File: config.mk
export PLATFORM = sky130hd
export DESIGN_NAME = pack_protection_status_regs
export DESIGN_NICKNAME = d
export VERILOG_FILES = /design/src/pack_status_pkg.sv /design/src/pack_protection_status_regs.sv
export SDC_FILE = /design/constraint.sdc
export NUM_CORES = 1
export LEC_CHECK = 0
export BUFFER_PORTS_ARGS = -buffer_cell sky130_fd_sc_hd__buf_2
export CORE_MARGIN = 2
export CORE_UTILIZATION = 50
export CTS_CLUSTER_SIZE = 20
export DETAILED_ROUTE_END_ITERATION = 7
export HOLD_SLACK_MARGIN = 0.06
export PLACE_DENSITY = 0.65
export RECOVER_POWER = 100
export SLEW_MARGIN = 20
export SYNTH_ARGS = -nofsm -noshare
export SYNTH_HDL_FRONTEND = slang
export SYNTH_SLANG_ARGS = --single-unit
export TNS_END_PERCENT = 100
File: constraint.sdc
create_clock -name clk -period 5.8 [get_ports clk]
set_input_delay 0.29 -clock clk [delete_from_list [all_inputs] [get_ports clk]]
set_output_delay 0.29 -clock clk [all_outputs]
set_load 0.1 [all_outputs]
File: src/pack_status_pkg.sv
`default_nettype none
package pack_status_pkg;

  // Register map
  localparam logic [7:0] CFG_STATUS_ADDR = 8'h00;
  localparam logic [7:0] FAULT_STATUS_ADDR = 8'h01;
  localparam logic [7:0] UNMAPPED_READ = 8'h00;

  // Field positions
  localparam int SINGLE_FE_BIT = 5;
  localparam int WAKE_BIT = 4;
  localparam int EXT_OT_BIT = 5;
  localparam int INT_OT_BIT = 4;
  localparam int LOAD_FAIL_BIT = 3;
  localparam int DIS_SHORT_BIT = 2;
  localparam int DIS_OC_BIT = 1;
  localparam int CHG_OC_BIT = 0;

  // Fixed and reset values
  localparam logic SINGLE_FE_VALUE = 1'b1;
  localparam logic [5:0] FAULT_RESET = 6'h00;
  localparam logic [7:0] SHIFT_RESET = 8'h00;
  localparam logic [7:0] PTR_RESET = 8'h00;
  localparam logic [2:0] BITCNT_RESET = 3'h0;
  localparam logic LINE_IDLE = 1'b1;

  // Bus address, arbitrary value
  localparam logic [6:0] DEF_BUS_ADDR = 7'h2A;

  // Raw pins from the analog side, not on clk
  typedef struct packed {
    logic extOverTemp;
    logic intOverTemp;
    logic dischargeShort;
    logic dischargeOvercurrent;
    logic chargeOvercurrent;
    logic loadHeavy;
    logic wakeAbove;
  } pin_in_s;

  localparam pin_in_s PIN_RESET = '0;

  // Order matches fault status bits 5..0
  typedef struct packed {
    logic extOverTemp;
    logic intOverTemp;
    logic loadFail;
    logic dischargeShort;
    logic dischargeOvercurrent;
    logic chargeOvercurrent;
  } fault_vec_s;

  typedef enum {BUS_IDLE, BUS_RX, BUS_RXACK, BUS_TX, BUS_TXACK} bus_state_e;
  typedef enum {BYTE_ADDR, BYTE_PTR, BYTE_DATA} byte_kind_e;

endpackage
`default_nettype wire

File: src/pack_protection_status_regs.sv
// Function
// - Config status bit 5 always reads 1 and no write changes it.
// - Config status bit 4 follows the wake pin comparison, never a write.
// - With wake polarity high the wake bit is 1 when the pin is above threshold.
// - With wake polarity low the wake bit is 1 when the pin is below threshold.
// - Fault bit 5 sets on external over-temperature; a read clears it once gone.
// - Fault bit 4 sets on internal over-temperature; a read clears it once gone.
// - Fault bit 3 sets on discharge fault under heavy load when monitoring is on.
// - Fault bit 2 sets on discharge short; a read clears it once removed.
// - Fault bit 1 sets on discharge overcurrent; a read clears it once removed.
// - Fault bit 0 sets on charge overcurrent; a read clears it once removed.
// - Reading the fault register clears flags whose fault is gone; a live fault keeps its flag; other bits are live.
`timescale 1ns/10ps
`default_nettype none
module pack_protection_status_regs
  import pack_status_pkg::*;
#(
  parameter logic [6:0] BUS_ADDR = DEF_BUS_ADDR
) (
  input wire logic clk,
  input wire logic rst_n,
  input wire logic clkEn,
  input wire logic scl,
  input wire logic sdaIn,
  output logic sdaOut,
  output logic sdaOe,
  input wire pin_in_s pins,
  input wire logic wakePolarity,
  input wire logic loadMonitorEnable
);

  // Reserved bus addresses cannot be served
  if (BUS_ADDR[6:3] == 4'b0000 || BUS_ADDR[6:3] == 4'b1111) begin : g_chk
    $error("BUS_ADDR lies in a reserved bus address range");
  end

  pin_in_s pinMeta;
  pin_in_s pinSync;
  logic sclMeta;
  logic sclSync;
  logic sclPrev;
  logic sdaMeta;
  logic sdaSync;
  logic sdaPrev;

  bus_state_e stateReg;
  bus_state_e stateNext;
  byte_kind_e kindReg;
  byte_kind_e kindNext;
  logic [2:0] bitCntReg;
  logic [2:0] bitCntNext;
  logic [7:0] shiftReg;
  logic [7:0] shiftNext;
  logic rxFullReg;
  logic rxFullNext;
  logic readModeReg;
  logic readModeNext;
  logic [7:0] ptrReg;
  logic [7:0] ptrNext;
  logic sdaOeReg;
  logic sdaOeNext;
  fault_vec_s faultReg;
  fault_vec_s faultNext;

  wire logic sclRise;
  wire logic sclFall;
  wire logic startCond;
  wire logic stopCond;
  wire logic wakeStatus;
  wire logic [7:0] cfgStatus;
  wire logic [7:0] faultStatus;
  wire logic [7:0] readData;
  wire logic addrMatch;
  wire logic loadTx;
  wire logic readClr;
  wire fault_vec_s faultCond;

  // Two stages on every pin before any logic looks at it
  always_ff @(posedge clk) begin
    if (!rst_n) begin
      pinMeta <= PIN_RESET;
      pinSync <= PIN_RESET;
      sclMeta <= LINE_IDLE;
      sclSync <= LINE_IDLE;
      sclPrev <= LINE_IDLE;
      sdaMeta <= LINE_IDLE;
      sdaSync <= LINE_IDLE;
      sdaPrev <= LINE_IDLE;
    end else if (clkEn) begin
      pinMeta <= pins;
      pinSync <= pinMeta;
      sclMeta <= scl;
      sclSync <= sclMeta;
      sclPrev <= sclSync;
      sdaMeta <= sdaIn;
      sdaSync <= sdaMeta;
      sdaPrev <= sdaSync;
    end
  end

  assign sclRise = sclSync & ~sclPrev;
  assign sclFall = ~sclSync & sclPrev;
  assign startCond = sclSync & sclPrev & sdaPrev & ~sdaSync;
  assign stopCond = sclSync & sclPrev & ~sdaPrev & sdaSync;

  // Live config status; no storage, so writes cannot reach it
  assign wakeStatus = ~(wakePolarity ^ pinSync.wakeAbove);
  assign cfgStatus = {2'b00, SINGLE_FE_VALUE, wakeStatus, 4'h0};

  // Live fault conditions
  assign faultCond.extOverTemp = pinSync.extOverTemp;
  assign faultCond.intOverTemp = pinSync.intOverTemp;
  assign faultCond.loadFail = loadMonitorEnable & pinSync.loadHeavy &
    (pinSync.dischargeShort | pinSync.dischargeOvercurrent);
  assign faultCond.dischargeShort = pinSync.dischargeShort;
  assign faultCond.dischargeOvercurrent = pinSync.dischargeOvercurrent;
  assign faultCond.chargeOvercurrent = pinSync.chargeOvercurrent;

  // Set wins over the read clear, so a live fault survives the read
  assign faultNext = faultCond | (faultReg & ~{6{readClr}});
  assign faultStatus = {2'b00, faultReg};

  // Unmapped pointer reads zero; reserved writes never land anywhere
  assign readData = (ptrReg == CFG_STATUS_ADDR) ? cfgStatus :
    (ptrReg == FAULT_STATUS_ADDR) ? faultStatus : UNMAPPED_READ;
  assign addrMatch = (shiftReg[7:1] == BUS_ADDR);
  assign loadTx = clkEn & sclFall &
    (((stateReg == BUS_RXACK) & (kindReg == BYTE_ADDR) & readModeReg) |
     (stateReg == BUS_TXACK));
  // Clear strobe at the moment the byte is captured for shifting out
  assign readClr = loadTx & (ptrReg == FAULT_STATUS_ADDR);

  always_ff @(posedge clk) begin
    if (!rst_n) begin
      faultReg <= FAULT_RESET;
    end else if (clkEn) begin
      faultReg <= faultNext;
    end
  end

  // Serial slave: sample on SCL rise, change SDA on SCL fall
  always_comb begin
    stateNext = stateReg;
    kindNext = kindReg;
    bitCntNext = bitCntReg;
    shiftNext = shiftReg;
    rxFullNext = rxFullReg;
    readModeNext = readModeReg;
    ptrNext = ptrReg;
    sdaOeNext = sdaOeReg;
    if (stopCond) begin
      stateNext = BUS_IDLE;
      sdaOeNext = 1'b0;
    end else if (startCond) begin
      stateNext = BUS_RX;
      kindNext = BYTE_ADDR;
      bitCntNext = BITCNT_RESET;
      rxFullNext = 1'b0;
      sdaOeNext = 1'b0;
    end else begin
      case (stateReg)
        BUS_RX: begin
          if (sclRise) begin
            shiftNext = {shiftReg[6:0], sdaSync};
            bitCntNext = bitCntReg + 3'h1;
            rxFullNext = (bitCntReg == 3'h7);
          end else if (sclFall && rxFullReg) begin
            rxFullNext = 1'b0;
            bitCntNext = BITCNT_RESET;
            if (kindReg != BYTE_ADDR || addrMatch) begin
              stateNext = BUS_RXACK;
              sdaOeNext = 1'b1;
            end else begin
              stateNext = BUS_IDLE;
            end
            if (kindReg == BYTE_ADDR) begin
              readModeNext = shiftReg[0];
            end
            if (kindReg == BYTE_PTR) begin
              ptrNext = shiftReg;
            end
            // Data bytes are acknowledged and dropped
          end
        end
        BUS_RXACK: begin
          if (sclFall) begin
            if (kindReg == BYTE_ADDR && readModeReg) begin
              stateNext = BUS_TX;
              shiftNext = readData;
              sdaOeNext = ~readData[7];
              ptrNext = ptrReg + 8'h01;
            end else begin
              stateNext = BUS_RX;
              sdaOeNext = 1'b0;
              kindNext = (kindReg == BYTE_ADDR) ? BYTE_PTR : BYTE_DATA;
            end
          end
        end
        BUS_TX: begin
          if (sclFall) begin
            bitCntNext = bitCntReg + 3'h1;
            if (bitCntReg == 3'h7) begin
              stateNext = BUS_TXACK;
              sdaOeNext = 1'b0;
            end else begin
              shiftNext = {shiftReg[6:0], 1'b0};
              sdaOeNext = ~shiftReg[6];
            end
          end
        end
        BUS_TXACK: begin
          if (sclRise && sdaSync) begin
            stateNext = BUS_IDLE;
          end else if (sclFall) begin
            stateNext = BUS_TX;
            shiftNext = readData;
            sdaOeNext = ~readData[7];
            ptrNext = ptrReg + 8'h01;
          end
        end
        default: begin
          stateNext = stateReg;
        end
      endcase
    end
  end

  always_ff @(posedge clk) begin
    if (!rst_n) begin
      stateReg <= BUS_IDLE;
      kindReg <= BYTE_ADDR;
      bitCntReg <= BITCNT_RESET;
      shiftReg <= SHIFT_RESET;
      rxFullReg <= 1'b0;
      readModeReg <= 1'b0;
      ptrReg <= PTR_RESET;
      sdaOeReg <= 1'b0;
    end else if (clkEn) begin
      stateReg <= stateNext;
      kindReg <= kindNext;
      bitCntReg <= bitCntNext;
      shiftReg <= shiftNext;
      rxFullReg <= rxFullNext;
      readModeReg <= readModeNext;
      ptrReg <= ptrNext;
      sdaOeReg <= sdaOeNext;
    end
  end

  // Open drain: only ever pulls low
  assign sdaOut = 1'b0;
  assign sdaOe = sdaOeReg;
endmodule
`default_nettype wire

==> key figures <==
Clock tree
  • Root Buffer: clkbuf_8
  • Clock-pin slew on the worst setup and hold paths: 0.10 ns
  • Cts hold-fix bufs: 0
  • Maximum buffer depth of the clock tree: 2
  • CTS buffer count: 5
  • # resized after CTS: 0
  • # clock sinks: 53
  • Clk Latency, worst-skew pair: 0.31 ns
  • CTS tree: done
  • Post-CTS Setup Bufs: 0
  • H-tree levels: 2

Global route
  • GRT Util Overall: 0.208
  • Global-route wire length before repair: 10500 microns
  • Largest net degree at the start of global routing: 33
  • Total gr overflow: 0
  • Vias in the first global route: 2184
  • Initial antenna violation count: 0

Timing
  • Final hold vios: 0
  • Fin Hold WS: 0.192 ns
  • Setup TNS: 0 ns
  • Final min period: 3.93 ns
  • Slew @ Worst Pin: 1.86 ns
  • Unrepaired setup endpoints after global routing: false
  • Max Slew Vio Count: 48
  • Fmax: 0.255 GHz
  • Final setup viols: 0
  • Worst Slack Setup Final: 1.87 ns
  • Tcrit/Tclk final: 0.677
  • Relative max-transition margin: -0.254
  • Clk_skew: 0.00640 ns

Setup path
  • Worst Path Arrival: 4.19 ns
  • Reg2reg end: shiftReg[6]$_SDFFE_PN0P_
  • Buf+Inv Stages, Crit Path: 2
  • CP Class: in2reg
  • Worst Setup End Kind: register
  • Setup crit start: clkEn
  • Critical path, cell by cell: clkbuf_1, inv_1, nor4_1, mux2_2, nor2_1
  • Crit path max-delay family: buffers and inverters
  • Crit-path max cell delay: 1.61 ns
  • Critical path peak fanout: 32
  • WP data required: 6.06 ns
  • Critical R2R Launch: stateReg[0]$_SDFFE_PN0P_
  • Critical-path cell with the highest stage delay: nor4_1
  • Worst Reg2Reg Path Length in Cells: 5
  • Crit path launch type: input port
  • R2R Setup Slk: 2.49 ns

Floorplanning
  • Area of the core: 5470 sq um
  • Die W: 79.1 microns
  • Height of the die: 79.1 microns
  • Initial Utilization: 0.515
  • Area of the die: 6250 sq um
  • I/O Pins: 16
  • Row count: 27

Layout
  • Area Overhead vs Synth: 4.35%
  • Ant. Diodes: 0
  • Most frequent cells in the layout: 53 x dfxtp_1, 36 x nor2_1, 32 x nand2_1, 26 x mux2i_1, 22 x a21oi_1
  • Layout cells sized above 1: 0.107
  • Nets: 344
  • Commonest non-fill, non-tap cell in the layout: dfxtp_1

Synth
  • Ys Warns: 0
  • Top FF cell, synth: dfxtp_1
  • Syn Inst Count: 326
  • Syn_area_per_cell: 8.64 sq um
  • Seq cells post-synth: 53
  • Post-synth net total: 345
  • Seq/Total Area, Yosys: 0.377
  • Syn Std Cell Area: 2820 sq um
  • Post-synth EDFFs: 0
  • Post-synthesis cell type count: 70
  • Post-synthesis async set-or-reset flop share: 0

Worst hold path
  • Hold endpoint: sclMeta$_SDFFE_PN1P_
  • Hold path depth: 3
  • Worst Min Path Start: scl
  • Hold Path Class: in2reg

Drt
  • Drt drc: 0
  • Wire length per cell: 15.2 microns
  • Vias: 2354
  • Vias per cell: 5.91
  • Total wire length: 6030 microns
  • Final ANT Viol Nets: 0
  • Starting DRT DRC Count: 236
  • Drt first pass iters: 5

Pwr
  • Max IR drop VDD: 0.128 mV
  • PD cells: 215 nW/um^2
  • Static leakage: 1.07 nW

Place
  • GP Congestion: 0.954
  • Final HPWL DP: 4130 microns
  • Port bufs: 14
  • Setup slack at placement: 3.11 ns

Run
  • Max Cap Viol: 2

Status
  • Violated checks: capacitance limit, slew limit
  • Outcome: finished, violations left
-- how the worst max path moves through the flow --
stage	endpoint	slack, ns	depth (start not counted)
2_1_floorplan	ptrReg[2]$_SDFFE_PN0P_	3.87	7
5_1_grt	shiftReg[6]$_SDFFE_PN0P_	1.43	5
3_5_place_dp	ptrReg[7]$_SDFFE_PN0P_	3.11	5
6_report	shiftReg[6]$_SDFFE_PN0P_	1.87	5
3_3_place_gp	ptrReg[2]$_SDFFE_PN0P_	3.17	5
4_1_cts	ptrReg[7]$_SDFFE_PN0P_	3.07	5
-- Yosys cell counts, types with 3 or more instances --
cell type  count  area (sq um)
dfxtp_1       53          1060
nor2_1        36           135
nand2_1       32           120
mux2i_1       26           260
a21oi_1       21           105
clkbuf_1      14          52.6
o21ai_0       13          65.1
nand3_1       12          60.1
inv_1          7          26.3
a22oi_1        6          45.0
a211oi_1       5          37.5
ha_1           5          62.6
nor3_1         5          25.0
a31oi_1        4          25.0
buf_1          4          15.0
nor2b_1        4          25.0
a21o_1         3          22.5
and3_1         3          18.8
buf_6          3          33.8
nand2b_1       3          18.8
nand4_1        3          18.8
o21ai_1        3          15.0
o22ai_1        3          18.8
-- cell type report --
| class | instances | area [sq um] |
|---|---|---|
| clock buffers | 5 | 68.8 |
| clock inverters | 3 | 21.3 |
| fillers | 540 | 2530 |
| inverters | 7 | 26.3 |
| multi-input cells | 242 | 1590 |
| flip-flops and latches | 53 | 1060 |
| well taps | 72 | 90.1 |
| repair buffers | 16 | 82.6 |
-- through the flow --
stage,util,power (mW),std cells,cell area [sq um]
after CTS,0.541,0.641,398,2960
final,0.537,0.633,398,2940
after global routing,0.537,0.659,398,2940
after floorplan,-,0.415,326,2820
after detailed placement,0.524,0.426,390,2870
after global placement,0.524,0.425,390,2870
-- registers in the layout, summed over array words and instances, names as in the netlist, 2 cells and up --
name and count:
faultCond 5, faultReg 6, pinMeta 7, stateReg 3
ptrReg 8, pinSync 2, bitCntReg 3, shiftReg 8
kindReg 2
-- per-layer routing --
layer  part of all wire  GRT usage
met5                  0          0
met4              0.019     0.0776
met3              0.057     0.0330
met2               0.42      0.311
met1               0.50      0.302
-- worst min-delay path: stages --
cell and delay (ns):
buf_2 0.08, mux2i_1 0.05, nand2_1 0.06
-- power breakdown --
group / internal (mW) / switching (mW)
logic: 0.0162 / 0.0249
clock network: 0.0860 / 0.130
registers: 0.371 / 0.00544
total: 0.473 / 0.160
-- cells by family after synthesis --
group                    synth area share
AND/OR/NAND/NOR                     0.236
AO/OA/AOI/OAI                       0.206
flip-flops                          0.377
buffers and inverters              0.0524
multiplexers                       0.0964
adder cells (fa/ha/maj)            0.0222
XOR/XNOR                          0.00933
other                             0.00133
(Power assumes the default switching activity.)
